--- src/common/sci_pkg.sv ---
package sci_pkg;

   // Instruction opcodes, compared against the first byte of a selection.
   localparam logic [7:0] OP_RESET      = 8'hC0;
   localparam logic [7:0] OP_READ       = 8'h03;
   localparam logic [7:0] OP_WRITE      = 8'h02;
   localparam logic [7:0] OP_MODIFY     = 8'h05;
   localparam logic [7:0] OP_RD_STAT    = 8'hA0;
   localparam logic [7:0] OP_RX_STAT    = 8'hB0;

   // Opcode families whose low bits carry a selector; match is (byte & mask) == value.
   localparam logic [7:0] OP_RXBUF_MASK = 8'hF9;
   localparam logic [7:0] OP_RXBUF_VAL  = 8'h90;
   localparam logic [7:0] OP_LDTX_MASK  = 8'hF8;
   localparam logic [7:0] OP_LDTX_VAL   = 8'h40;
   localparam logic [7:0] OP_RTS_MASK   = 8'hF8;
   localparam logic [7:0] OP_RTS_VAL    = 8'h80;

   // The load selector values 110 and 111 name no buffer location.
   localparam logic [1:0] LDTX_BAD_SEL  = 2'h3;

   // Bit counter width and the index of the last bit in a byte.
   localparam int         BIT_CNT_W     = 3;
   localparam logic [2:0] BIT_LAST      = 3'h7;
   localparam logic [2:0] BIT_FIRST     = 3'h0;

   // A mask with every bit enabled, used for plain byte writes.
   localparam logic [7:0] FULL_MASK     = 8'hFF;

   // Buffer locations that the quick load and quick read commands point at.
   localparam logic [7:0] TXB_ID_ADDR0  = 8'h31;
   localparam logic [7:0] RXB_ID_ADDR0  = 8'h61;
   localparam logic [7:0] BUF_STRIDE    = 8'h10;
   localparam logic [7:0] BUF_DATA_OFS  = 8'h05;

   // Addresses of registers that honour per-bit masking.
   localparam logic [7:0] ADDR_PIN_CTRL = 8'h0C;
   localparam logic [7:0] ADDR_RTS_CTRL = 8'h0D;
   localparam logic [7:0] ADDR_CFG_LO   = 8'h28;
   localparam logic [7:0] ADDR_CFG_HI   = 8'h2D;
   localparam logic [3:0] NIB_STATUS    = 4'hE;
   localparam logic [3:0] NIB_MODE      = 4'hF;
   localparam logic [3:0] NIB_BUF_CTRL  = 4'h0;
   localparam logic [3:0] HI_BUF_LO     = 4'h3;
   localparam logic [3:0] HI_BUF_HI     = 4'h7;

   // Decoder states.
   typedef enum logic [3:0] {
      ST_CMD    = 4'h0,
      ST_ADDR   = 4'h1,
      ST_RDATA  = 4'h2,
      ST_WDATA  = 4'h3,
      ST_MASK   = 4'h4,
      ST_MDATA  = 4'h5,
      ST_STAT   = 4'h6,
      ST_RXSTAT = 4'h7,
      ST_IGNORE = 4'h8
   } sci_state_t;

   // Which addressed operation the address byte belongs to.
   typedef enum logic [1:0] {
      OPK_NONE   = 2'h0,
      OPK_READ   = 2'h1,
      OPK_WRITE  = 2'h2,
      OPK_MODIFY = 2'h3
   } sci_opk_t;

   // Synchronised serial-link signals; the edge events are one core clock wide, cs_act and si are levels.
   typedef struct packed {
      logic cs_act;
      logic cs_rise;
      logic sck_rise;
      logic sck_fall;
      logic si;
   } sci_edge_t;

   // One register write towards the register file.
   typedef struct packed {
      logic       en;
      logic [7:0] addr;
      logic [7:0] data;
      logic [7:0] mask;
   } sci_wr_t;

   // Pin synchroniser state.
   typedef struct packed {
      logic      sck1;
      logic      sck2;
      logic      sck3;
      logic      cs1;
      logic      cs2;
      logic      cs3;
      logic      si1;
      logic      si2;
      sci_edge_t ev;
   } sci_sync_st_t;

   // Serial output shifter state.
   typedef struct packed {
      logic       so;
      logic       oe_n;
      logic [6:0] sh;
   } sci_so_st_t;

   // Decoder state.
   typedef struct packed {
      sci_state_t state;
      sci_opk_t   opk;
      logic [2:0] bitcnt;
      logic [7:0] shin;
      logic [7:0] ptr;
      logic [7:0] mask;
      logic [7:0] txbyte;
      logic       rd_wait;
      logic       rx_armed;
      logic       rx_sel;
      sci_wr_t    wr;
      logic       rd_en;
      logic [7:0] rd_addr;
      logic       soft_reset;
      logic [2:0] tx_req;
      logic [1:0] rx_clr;
   } sci_core_st_t;

   // Start address of a transmit buffer's identifier or data field.
   function automatic logic [7:0] ldtx_addr(input logic [2:0] sel);
      logic [7:0] a;
      a = TXB_ID_ADDR0;
      if (sel[2:1] == 2'h1) a = a + BUF_STRIDE;
      if (sel[2:1] == 2'h2) a = a + BUF_STRIDE + BUF_STRIDE;
      if (sel[0]) a = a + BUF_DATA_OFS;
      return a;
   endfunction

   // Start address of a receive buffer's identifier or data field.
   function automatic logic [7:0] rxbuf_addr(input logic n, input logic m);
      logic [7:0] a;
      a = RXB_ID_ADDR0;
      if (n) a = a + BUF_STRIDE;
      if (m) a = a + BUF_DATA_OFS;
      return a;
   endfunction

   // True where the register accepts a per-bit mask.
   function automatic logic bitmod_ok(input logic [7:0] a);
      return (a == ADDR_PIN_CTRL) || (a == ADDR_RTS_CTRL) ||
             (a[3:0] == NIB_STATUS) || (a[3:0] == NIB_MODE) ||
             ((a >= ADDR_CFG_LO) && (a <= ADDR_CFG_HI)) ||
             ((a[3:0] == NIB_BUF_CTRL) && (a[7:4] >= HI_BUF_LO) && (a[7:4] <= HI_BUF_HI));
   endfunction

endpackage

--- src/logic/sci_core.sv ---
`timescale 1ns/100ps
// Operation
// Accept clock modes 0,0 and 1,1 only.
// Sample input on each rising clock edge.
// Change output on each falling clock edge.
// First byte after select is the instruction.
// Reset instruction restores defaults, configuration mode.
// Host should reset during power-on initialization.
// Read takes address, then shifts register out.
// Read pointer advances after every byte out.
// Quick receive read presets one of four.
// Select rise clears read buffer's full flag.
// Write takes address, then consecutive data bytes.
// Commit on last bit; partial byte discarded.
// Quick load presets one of six locations.
// Request bits set each selected transmit buffer.
// Request with no buffers selected does nothing.
// Status poll repeats status while clocking continues.
// Receive status poll repeats same bits.
// Host sends address, mask, data in one selection.
// Masked write changes only mask-enabled bits.
// Unmaskable register takes mask as all ones.
// Only some registers honour per-bit masking.
// Unknown instruction ignored; output released when deselected.
// Deselect aborts, clears counters, awaits instruction.
module sci_core (
   // Clock and reset.
   input  wire logic          core_clk,
   input  wire logic          rstn,
   // Serial link pins.
   input  wire logic          spi_sck,
   input  wire logic          spi_cs_n,
   input  wire logic          spi_si,
   output logic               spi_so,
   output logic               spi_so_oe_n,
   // Register write port.
   output sci_pkg::sci_wr_t   reg_wr,
   // Register read port; data is expected the cycle after the request.
   output logic               reg_rd_en,
   output logic [7:0]         reg_rd_addr,
   input  wire logic [7:0]    reg_rd_data,
   // Status inputs for the quick polls.
   input  wire logic [7:0]    read_status,
   input  wire logic [7:0]    rx_status,
   // Control strobes to the rest of the controller.
   output logic               soft_reset,
   output logic [2:0]         tx_req_set,
   output logic [1:0]         rx_flag_clr
);

   sci_pkg::sci_edge_t    ev;         // Synchronised link events.
   sci_pkg::sci_core_st_t st_r;       // All decoder state.
   sci_pkg::sci_core_st_t st_nxt;     // Next value of the state.
   logic [7:0]            byte_w;     // Byte including the bit taken this edge.
   logic                  done_w;     // This rising edge completes a byte.
   logic                  fetch_w;    // Start a register read this cycle.
   logic [7:0]            fetch_addr; // Address of that register read.
   logic [7:0]            wmask_w;    // Mask applied to a masked write.

   // Pins are synchronised before any decoding logic looks at them.
   sci_pin_sync u_sync (
      .core_clk (core_clk),
      .rstn     (rstn),
      .spi_sck  (spi_sck),
      .spi_cs_n (spi_cs_n),
      .spi_si   (spi_si),
      .ev       (ev)
   );

   // Output shifter; a byte starts at a fall while the bit counter is at zero.
   sci_so_shift u_so (
      .core_clk    (core_clk),
      .rstn        (rstn),
      .ev          (ev),
      .start       (st_r.bitcnt == sci_pkg::BIT_FIRST),
      .byte_in     (st_r.txbyte),
      .spi_so      (spi_so),
      .spi_so_oe_n (spi_so_oe_n)
   );

   // The incoming byte is most significant bit first.
   assign byte_w = {st_r.shin[6:0], ev.si};
   assign done_w = ev.sck_rise && (st_r.bitcnt == sci_pkg::BIT_LAST);

   // Unmaskable registers see an all-ones mask, so the data byte lands whole.
   assign wmask_w = sci_pkg::bitmod_ok(st_r.ptr) ? st_r.mask : sci_pkg::FULL_MASK;

   // Decoder next-state logic.
   always_comb begin
      st_nxt            = st_r;
      fetch_w           = 1'b0;
      fetch_addr        = st_r.ptr;
      // Strobes last one cycle.
      st_nxt.wr.en      = 1'b0;
      st_nxt.rd_en      = 1'b0;
      st_nxt.soft_reset = 1'b0;
      st_nxt.tx_req     = '0;
      st_nxt.rx_clr     = '0;
      // Read data returns one cycle after the request and waits for its byte start.
      st_nxt.rd_wait    = st_r.rd_en;
      if (st_r.rd_wait) begin
         st_nxt.txbyte = reg_rd_data;
      end
      if (ev.cs_rise) begin
         // Deselect ends any instruction; a partial byte is simply dropped.
         if (st_r.rx_armed) begin
            st_nxt.rx_clr[st_r.rx_sel] = 1'b1;
         end
         st_nxt.state    = sci_pkg::ST_CMD;
         st_nxt.opk      = sci_pkg::OPK_NONE;
         st_nxt.bitcnt   = sci_pkg::BIT_FIRST;
         st_nxt.shin     = '0;
         st_nxt.txbyte   = '0;
         st_nxt.rx_armed = 1'b0;
      end else if (ev.sck_rise) begin
         st_nxt.shin   = byte_w;
         st_nxt.bitcnt = st_r.bitcnt + 3'h1;
         if (done_w) begin
            case (st_r.state)
               // Only the first byte of a selection is decoded as an instruction.
               sci_pkg::ST_CMD: begin
                  st_nxt.state = sci_pkg::ST_IGNORE;
                  if (byte_w == sci_pkg::OP_RESET) begin
                     st_nxt.soft_reset = 1'b1;
                  end else if (byte_w == sci_pkg::OP_READ) begin
                     st_nxt.opk   = sci_pkg::OPK_READ;
                     st_nxt.state = sci_pkg::ST_ADDR;
                  end else if (byte_w == sci_pkg::OP_WRITE) begin
                     st_nxt.opk   = sci_pkg::OPK_WRITE;
                     st_nxt.state = sci_pkg::ST_ADDR;
                  end else if (byte_w == sci_pkg::OP_MODIFY) begin
                     st_nxt.opk   = sci_pkg::OPK_MODIFY;
                     st_nxt.state = sci_pkg::ST_ADDR;
                  end else if (byte_w == sci_pkg::OP_RD_STAT) begin
                     st_nxt.txbyte = read_status;
                     st_nxt.state  = sci_pkg::ST_STAT;
                  end else if (byte_w == sci_pkg::OP_RX_STAT) begin
                     st_nxt.txbyte = rx_status;
                     st_nxt.state  = sci_pkg::ST_RXSTAT;
                  end else if ((byte_w & sci_pkg::OP_RXBUF_MASK) == sci_pkg::OP_RXBUF_VAL) begin
                     fetch_w         = 1'b1;
                     fetch_addr      = sci_pkg::rxbuf_addr(byte_w[2], byte_w[1]);
                     st_nxt.rx_armed = 1'b1;
                     st_nxt.rx_sel   = byte_w[2];
                     st_nxt.state    = sci_pkg::ST_RDATA;
                  end else if (((byte_w & sci_pkg::OP_LDTX_MASK) == sci_pkg::OP_LDTX_VAL) &&
                               (byte_w[2:1] != sci_pkg::LDTX_BAD_SEL)) begin
                     st_nxt.ptr   = sci_pkg::ldtx_addr(byte_w[2:0]);
                     st_nxt.state = sci_pkg::ST_WDATA;
                  end else if ((byte_w & sci_pkg::OP_RTS_MASK) == sci_pkg::OP_RTS_VAL) begin
                     // A zero selector leaves every request bit alone.
                     st_nxt.tx_req = byte_w[2:0];
                  end
               end
               // The address byte picks the first register of the operation.
               sci_pkg::ST_ADDR: begin
                  if (st_r.opk == sci_pkg::OPK_READ) begin
                     fetch_w      = 1'b1;
                     fetch_addr   = byte_w;
                     st_nxt.state = sci_pkg::ST_RDATA;
                  end else if (st_r.opk == sci_pkg::OPK_WRITE) begin
                     st_nxt.ptr   = byte_w;
                     st_nxt.state = sci_pkg::ST_WDATA;
                  end else begin
                     st_nxt.ptr   = byte_w;
                     st_nxt.state = sci_pkg::ST_MASK;
                  end
               end
               // Each byte sent prefetches the next register, so reads stream on.
               sci_pkg::ST_RDATA: begin
                  fetch_w = 1'b1;
               end
               // Each full data byte is committed on its last rising edge.
               sci_pkg::ST_WDATA: begin
                  st_nxt.wr.en   = 1'b1;
                  st_nxt.wr.addr = st_r.ptr;
                  st_nxt.wr.data = byte_w;
                  st_nxt.wr.mask = sci_pkg::FULL_MASK;
                  st_nxt.ptr     = st_r.ptr + 8'h01;
               end
               sci_pkg::ST_MASK: begin
                  st_nxt.mask  = byte_w;
                  st_nxt.state = sci_pkg::ST_MDATA;
               end
               // The register file merges data under the mask.
               sci_pkg::ST_MDATA: begin
                  st_nxt.wr.en   = 1'b1;
                  st_nxt.wr.addr = st_r.ptr;
                  st_nxt.wr.data = byte_w;
                  st_nxt.wr.mask = wmask_w;
                  st_nxt.state   = sci_pkg::ST_IGNORE;
               end
               // The status polls reload fresh status for every further byte.
               sci_pkg::ST_STAT: begin
                  st_nxt.txbyte = read_status;
               end
               sci_pkg::ST_RXSTAT: begin
                  st_nxt.txbyte = rx_status;
               end
               default: begin
                  st_nxt.state = sci_pkg::ST_IGNORE;
               end
            endcase
         end
      end
      // A read request goes out now and the pointer moves past it.
      if (fetch_w) begin
         st_nxt.rd_en   = 1'b1;
         st_nxt.rd_addr = fetch_addr;
         st_nxt.ptr     = fetch_addr + 8'h01;
      end
   end

   // Register the decoder state.
   always_ff @(posedge core_clk) begin
      if (!rstn) begin
         st_r       <= '0;
         st_r.state <= sci_pkg::ST_CMD;
         st_r.opk   <= sci_pkg::OPK_NONE;
      end else begin
         st_r <= st_nxt;
      end
   end

   // Outputs come straight from the state flops.
   assign reg_wr      = st_r.wr;
   assign reg_rd_en   = st_r.rd_en;
   assign reg_rd_addr = st_r.rd_addr;
   assign soft_reset  = st_r.soft_reset;
   assign tx_req_set  = st_r.tx_req;
   assign rx_flag_clr = st_r.rx_clr;
endmodule

--- src/logic/sci_pin_sync.sv ---
`timescale 1ns/100ps
module sci_pin_sync (
   // Clock and reset.
   input  wire logic          core_clk,
   input  wire logic          rstn,
   // Serial link pins, asynchronous to the core clock.
   input  wire logic          spi_sck,
   input  wire logic          spi_cs_n,
   input  wire logic          spi_si,
   // Registered link events.
   output sci_pkg::sci_edge_t ev
);

   sci_pkg::sci_sync_st_t st_r;   // All synchroniser state.
   sci_pkg::sci_sync_st_t st_nxt; // Next value of the state.

   // Two flops per pin, then a third stage for edge finding on clock and select.
   // The first stage of each pin feeds only the second stage.
   always_comb begin
      st_nxt             = st_r;
      st_nxt.sck1        = spi_sck;
      st_nxt.sck2        = st_r.sck1;
      st_nxt.sck3        = st_r.sck2;
      st_nxt.cs1         = spi_cs_n;
      st_nxt.cs2         = st_r.cs1;
      st_nxt.cs3         = st_r.cs2;
      st_nxt.si1         = spi_si;
      st_nxt.si2         = st_r.si1;
      st_nxt.ev.cs_act   = ~st_r.cs2;
      st_nxt.ev.cs_rise  = st_r.cs2 & ~st_r.cs3;
      // Clock edges count only while selected; both modes share one edge meaning.
      st_nxt.ev.sck_rise = st_r.sck2 & ~st_r.sck3 & ~st_r.cs2;
      st_nxt.ev.sck_fall = ~st_r.sck2 & st_r.sck3 & ~st_r.cs2;
      // Data is taken from the same stage as the clock so the two stay aligned.
      st_nxt.ev.si       = st_r.si2;
   end

   // Register the state; select idles high so no false edge follows reset.
   always_ff @(posedge core_clk) begin
      if (!rstn) begin
         st_r      <= '0;
         st_r.cs1  <= 1'b1;
         st_r.cs2  <= 1'b1;
         st_r.cs3  <= 1'b1;
      end else begin
         st_r <= st_nxt;
      end
   end

   assign ev = st_r.ev;
endmodule

--- src/logic/sci_so_shift.sv ---
`timescale 1ns/100ps
module sci_so_shift (
   // Clock and reset.
   input  wire logic          core_clk,
   input  wire logic          rstn,
   // Link events and the byte to send.
   input  sci_pkg::sci_edge_t ev,
   input  wire logic          start,
   input  wire logic [7:0]    byte_in,
   // Serial output pin.
   output logic               spi_so,
   output logic               spi_so_oe_n
);

   sci_pkg::sci_so_st_t st_r;   // All shifter state.
   sci_pkg::sci_so_st_t st_nxt; // Next value of the state.

   // Each falling clock presents the next bit; the first fall of a byte loads it.
   always_comb begin
      st_nxt      = st_r;
      st_nxt.oe_n = ~ev.cs_act;
      if (!ev.cs_act) begin
         // Deselected: the pin is released and the shifter emptied.
         st_nxt.so = 1'b0;
         st_nxt.sh = '0;
      end else if (ev.sck_fall) begin
         if (start) begin
            {st_nxt.so, st_nxt.sh} = byte_in;
         end else begin
            {st_nxt.so, st_nxt.sh} = {st_r.sh, 1'b0};
         end
      end
   end

   // Register the state; the pin is released during reset.
   always_ff @(posedge core_clk) begin
      if (!rstn) begin
         st_r      <= '0;
         st_r.oe_n <= 1'b1;
      end else begin
         st_r <= st_nxt;
      end
   end

   assign spi_so      = st_r.so;
   assign spi_so_oe_n = st_r.oe_n;
endmodule

--- config.mk ---
export PLATFORM = sky130hd
export DESIGN_NAME = sci_core
export DESIGN_NICKNAME = d
export VERILOG_FILES = /design/src/common/sci_pkg.sv /design/src/logic/sci_core.sv /design/src/logic/sci_pin_sync.sv /design/src/logic/sci_so_shift.sv
export SDC_FILE = /design/constraint.sdc
export NUM_CORES = 1
export LEC_CHECK = 0
export ABC_AREA = 0
export BUFFER_PORTS_ARGS = -buffer_cell sky130_fd_sc_hd__buf_2
export CORE_AREA = 5 5 104 106
export DETAILED_ROUTE_END_ITERATION = 12
export DIE_AREA = 0 0 109 111
export GPL_ROUTABILITY_DRIVEN = 0
export PLACE_DENSITY = 0.78
export SLEW_MARGIN = 20
export SYNTH_ARGS = -nofsm -noshare
export SYNTH_HDL_FRONTEND = slang
export SYNTH_SLANG_ARGS = --single-unit
--- constraint.sdc ---
create_clock -name core_clk -period 3.3 [get_ports core_clk]
set_input_delay 0.495 -clock core_clk [delete_from_list [all_inputs] [get_ports core_clk]]
set_output_delay 0.495 -clock core_clk [all_outputs]
set_load 0.02 [all_outputs]
==> results of run 1 <==
==> metrics by stage <==
step,std cells,area (µm²)
floorplan,613,5480
global placement,747,5620
detailed placement,747,5620
CTS,761,5780
global route,761,5780
finish,761,5780
==> synth_stat cells, drive strengths merged, types with 6 or more instances <==
library cell	instances	area share [%]
a211oi	12	1.6
a21oi	20	2.0
a22oi	9	1.2
and2	14	1.6
buf	50	6.3
clkbuf	29	2.0
dfxtp	105	38
ha	13	3.0
inv	17	1.2
mux2i	46	8.4
nand2	34	2.3
nand2b	8	0.91
nand3	21	1.9
nand4	6	0.69
nor2	52	3.6
nor2b	27	3.1
nor3	13	1.3
nor3b	7	1.3
o211a	6	1.1
o21a	6	0.82
o21ai	21	2.0
o221a	9	1.9
o22ai	12	1.4
xor2	6	0.96
==> per-layer routing <==
metal / part of all wire [%] / vias up / wire length, µm / track usage (%)
met5: 0 / - / 0 / 0
met4: 2.5 / 0 / 315 / 8.33
met3: 7.6 / 33 / 952 / 5.01
met2: 47 / 226 / 5950 / 32.7
met1: 43 / 2111 / 5350 / 27.2
li1: - / 2174 / - / -
==> path summary, 6_finish.rpt <==
| check | from | end |
|---|---|---|
| worst max register to register | st_r[80] | st_r[66] |
| worst max-delay path | st_r[80] | st_r[66] |
| worst min register to register | u_sync.st_r[7] | u_sync.ev[3] |
| worst min-delay path | spi_cs_n | u_sync.st_nxt[8] |
==> worst max-delay path, delay by kind of cell, from the launching register on <==
kind / cells / cell delay, ns
flops: 1 / 0.71
compound gates: 3 / 0.90
simple gates: 3 / 1.18
==> cell type report <==
cell class,count,area [µm²]
flip-flops and latches,105,2100
clock buffers,12,145
fillers,826,3900
multi-input cells,412,2860
well taps,133,166
clock inverters,2,16.3
inverters,17,63.8
repair buffers,80,425
==> cell families after synthesis <==
family          Yosys count
xor+xnor                 10
fa+ha+maj                13
simple gates            209
mux                      47
compound gates          133
buf+inv                  96
flops                   105
==> power breakdown <==
group	internal [µW]	total (µW)	switching (µW)	leakage (µW)
combinational	22.9	49.1	26.2	0.00137
sequential	1270	1270	3.44	0.000847
clock	289	691	402	0.0000785
==> registers in the layout (all words and copies together) (netlist names), 2 cells and up <==
register,count
st_r,36
reg_wr,25
reg_rd_addr,8
byte_w,7
u_so.st_r,7
u_sync.st_nxt,6
u_sync.ev,5
tx_req_set,3
rx_flag_clr,2
u_sync.st_r,2
==> out/metrics.cfg, run 1 <==
[clock_network]
ctsResizeCount=0
cts_hold_buf=0
clk_pin_slew_ns=0.09
cts_buffers=9
postCtsSetupBuffers=0
cts_root_buf=clkbuf_8
cts_tree=yes
htreeDepth=3
cts_num_sinks=105
clkLatencyLatePin_ns=0.36
cts_buffer_depth=2

[cells_and_area]
area_delta_synth_final_pct=5.57
num_antenna_cells=0
drive_above_1_share_pct=18.6
nets=667
final_common_cell=dfxtp_1
mostFrequentLayoutCells=dfxtp_1, buf_2, nor2_1
final_util_pct=59.7

[sta]
tns_ns=0
slew_headroom_pct=39.2
slew_viol_final=0
clock_skew_ns=0.00735
fin_ws_ns=0.398
period_share_pct=87.9
setup_viol=0
grt_setup_unrepaired=false
fin_hold_ws_ns=0.313
hold_violations=0
timing.fmax_ghz=0.345
worst_pin_slew_ns=0.900
min_period_ns=2.90

[critical_path]
r2r_setup_slack_ns=0.40
endpoint_kind=register
critPathMaxStageDelay_ns=0.71
rr_worst_depth=6
startpoint_type=register
cp_max_fo=19
critical_path_class=register to register
cp.arrival_ns=3.15
path_cells=nor4b_2, and2_1, o211ai_2, a222oi_1, and4_1, o31ai_1
critical_path_required_ns=3.54
crit_path_top_delay_cell=dfxtp_1

[flow_run]
maxCapViolations=0

[yosys]
synthCells=613
synth_mux_area_share_pct=8.61
ys_seq_area_share_pct=38.4
synth-seq-cells=105
synth_top_family_by_area=simple AND/OR/NAND/NOR gates
synth-edff-count=0
syn-cell-area_mm2=0.00548
ys_warn_count=0
synthArstFlopShare_pct=0
synth-compound-area-share_pct=18.0
synthSimpleGateAreaFrac_pct=21.0
synth_cell_type_count=72
yosys.area_share.adder_pct=2.97
syn-num-nets=655
synth_top_flop_cell=dfxtp_1
synth.avg_cell_area_um2=8.94
synth_xor_area_share_pct=1.60

[floorplanning]
rows=36
die-area_mm2=0.0121
io_pins=71
design.core.area_mm2=0.00968
die_h_um=111
fp.dieW_um=109
start_util_pct=56.6

[power]
p_total_uw=2010
power.leakage_uw=0.00230
peakVddDrop_v=0.000257
power_density_mw_per_mm2=348

[global_route]
grt_max_degree=59
grt_pass1_vias=4228
track_usage_pct=20.8
grt-ovfl-total=0
antenna_found_initial=0
grt_pass1_wl_mm=20.6

[route]
viasPerCell=5.97
wl_per_cell_um=16.5
num_vias=4544
drt_iter0_drc=422
antenna_left=0
drc=0
firstDrtPassIters=6
routed_wl_mm=12.6

[outcome]
status=finished clean

[placed_design]
preCtsSetupSlack_ns=0.487
hpwl_mm=8.88
port_buffers=70

[min_path]
min_path_cells=2
hp-class=input pin to register

Note: power is estimated with default switching activity, not from simulation.
==> run 2, diff against run 1 <==
--- a/config.mk
+++ b/config.mk
@@ -7,12 +7,12 @@
 export LEC_CHECK = 0
 export ABC_AREA = 0
 export BUFFER_PORTS_ARGS = -buffer_cell sky130_fd_sc_hd__buf_2
-export CORE_AREA = 5 5 104 106
+export CORE_AREA = 2 2 101 103
 export DETAILED_ROUTE_END_ITERATION = 12
-export DIE_AREA = 0 0 109 111
+export DIE_AREA = 0 0 103 105
 export GPL_ROUTABILITY_DRIVEN = 0
 export PLACE_DENSITY = 0.78
-export SLEW_MARGIN = 20
+export SLEW_MARGIN = 40
 export SYNTH_ARGS = -nofsm -noshare
 export SYNTH_HDL_FRONTEND = slang
 export SYNTH_SLANG_ARGS = --single-unit
==> run 2 against run 1 <==
Net effect:
- total power rose by 2.7%
- sequential power barely moved
- setup slack got worse by 0.079 ns
- combinational power barely moved
- first-iteration DRC count fell by 22%
- worst hold slack got worse by 0.011 ns
- register-to-register slack got worse by 0.08 ns
- critical path type unchanged
- largest cell class unchanged
- non-clock buffer count rose by 1
==> out/metrics.cfg, run 2 (synthesis gave the netlist of run 1 again) <==
[route]
wl_per_cell_um=16.6  ; +0.39%
num_vias=4566  ; +0.48%
drt_iter0_drc=330  ; -22%
firstDrtPassIters=5  ; -1
routed_wl_mm=12.7  ; +0.79%
viasPerCell=5.98  ; about the same
antenna_left=0  ; unchanged
drc=0  ; unchanged

[floorplanning]
design.core.area_mm2=0.00964  ; -0.47%
start_util_pct=56.8  ; +0.26 points
rows=36  ; unchanged
fp.dieW_um=103  ; -5.5%
die-area_mm2=0.0108  ; -11%
io_pins=71  ; unchanged
die_h_um=105  ; -5.4%

[sta]
slew_viol_final=0  ; unchanged
worst_pin_slew_ns=0.830  ; -0.0699 ns
setup_viol=0  ; unchanged
clock_skew_ns=0.0127  ; +0.00539 ns
grt_setup_unrepaired=false
min_period_ns=2.98  ; +0.0786 ns
slew_headroom_pct=44.2  ; +4.9 points
hold_violations=0  ; unchanged
timing.fmax_ghz=0.335  ; -2.6%
period_share_pct=90.3  ; +2.4 points
tns_ns=0  ; unchanged

[global_route]
grt_max_degree=68  ; +15%
grt_pass1_wl_mm=20.8  ; +1.3%
antenna_found_initial=0  ; unchanged
grt_pass1_vias=4302  ; +1.8%
track_usage_pct=24.0  ; +3.2 points
grt-ovfl-total=0  ; unchanged

[cells_and_area]
mostFrequentLayoutCells=dfxtp_1, buf_2, nor2_1
final_common_cell=dfxtp_1
nets=668  ; +0.15%
num_antenna_cells=0  ; unchanged
largest_reg_flops=36  ; unchanged
area_delta_synth_final_pct=6.21
seqCellArea_mm2=0.00210  ; unchanged
fillers=881  ; +6.7%
drive_above_1_share_pct=19.5  ; +0.86 points
regMostFlops=st_r
multi_input_area_mm2=0.00287  ; +0.35%

[clock_network]
ctsResizeCount=0  ; unchanged
cts_num_sinks=105  ; unchanged
cts_root_buf=clkbuf_8
cts_hold_buf=0  ; unchanged
clkLatencyLatePin_ns=0.37  ; about the same
cts_tree=yes
postCtsSetupBuffers=0  ; unchanged
cts_buffer_depth=2  ; unchanged
cts_buffers=9  ; unchanged
htreeDepth=3  ; unchanged
clk_pin_slew_ns=0.10  ; about the same

[placed_design]
port_buffers=70  ; unchanged
hpwl_mm=8.79  ; -0.98%

[critical_path]
endpoint_kind=register
critical_path_required_ns=3.58  ; +0.04 ns
startpoint_type=register
critical_path_class=register to register
cp_max_fo=19  ; unchanged
r2r_setup_slack_ns=0.32  ; -0.08 ns
cp.arrival_ns=3.26  ; +0.11 ns

[power]
power_density_mw_per_mm2=356  ; +2.1%
p_total_uw=2070  ; +2.7%
peakVddDrop_v=0.000210  ; -18%
power.leakage_uw=0.00232  ; +1.2%

[min_path]
hp-class=input pin to register

[outcome]
status=finished clean

[flow_run]
maxCapViolations=0  ; unchanged

[run 2: cell count changes in the layout (fill, tap and decap cells not counted), sizes merged]
cell,change
clkinv,+3
clkbuf,-2
inv,+2
buf,+1
clkinvlp,-1
[run 2: path summary, 6_finish.rpt]
kind,endpoint,from,cells after the start
worst min register to register,u_sync.ev[3],u_sync.st_r[7],1
worst min-delay path,u_sync.st_nxt[8],spi_cs_n,2
worst max-delay path,st_r[66],st_r[80],6
worst max register to register,st_r[66],st_r[80],6
[run 2: cell type report]
class,instances,area share [%]
tap,133,2.86
clock buffer,10,2.19
inverter,17,1.10
sequential,105,36.1
timing repair buffer,81,7.44
clock inverter,6,0.882
multi-input combinational,412,49.4
[run 2: stage by stage]
step / instances / hold slack, ns / util, % / worst slack [ns] / instance area (µm²)
floorplan: 613 / 0.367 / - / 0.969 / 5480
global placement: 748 / 0.372 / 58.4 / 0.631 / 5630
detailed placement: 748 / 0.389 / 58.5 / 0.464 / 5640
CTS: 764 / 0.289 / 60.3 / 0.430 / 5820
global route: 764 / 0.303 / 60.4 / 0.133 / 5820
finish: 764 / 0.302 / 60.4 / 0.319 / 5820
[run 2: per-layer routing]
layer	vias to the layer above	track usage [%]	part of all wire, %
li1	2182	-	-
met5	-	0	0
met4	0	9.68	3.2
met3	43	4.82	7.5
met2	213	37.0	46
met1	2128	32.6	43
[run 2: worst max-delay path: stages (launching register included)]
cell and delay, ns:
dfxtp_1 0.72, nor4b_2 0.62, and2_1 0.30, o211ai_2 0.14, a222oi_1 0.69, a31oi_1 0.17
o31ai_1 0.24
[run 2: power by group]
group | total (µW) | leakage [µW] | internal [µW] | switching, µW
logic | 48.9 | 0.00138 | 22.9 | 25.9
clock network | 745 | 0.0000927 | 286 | 460
registers | 1280 | 0.000847 | 1270 | 3.56
total | 2070 | 0.00232 | 1580 | 489
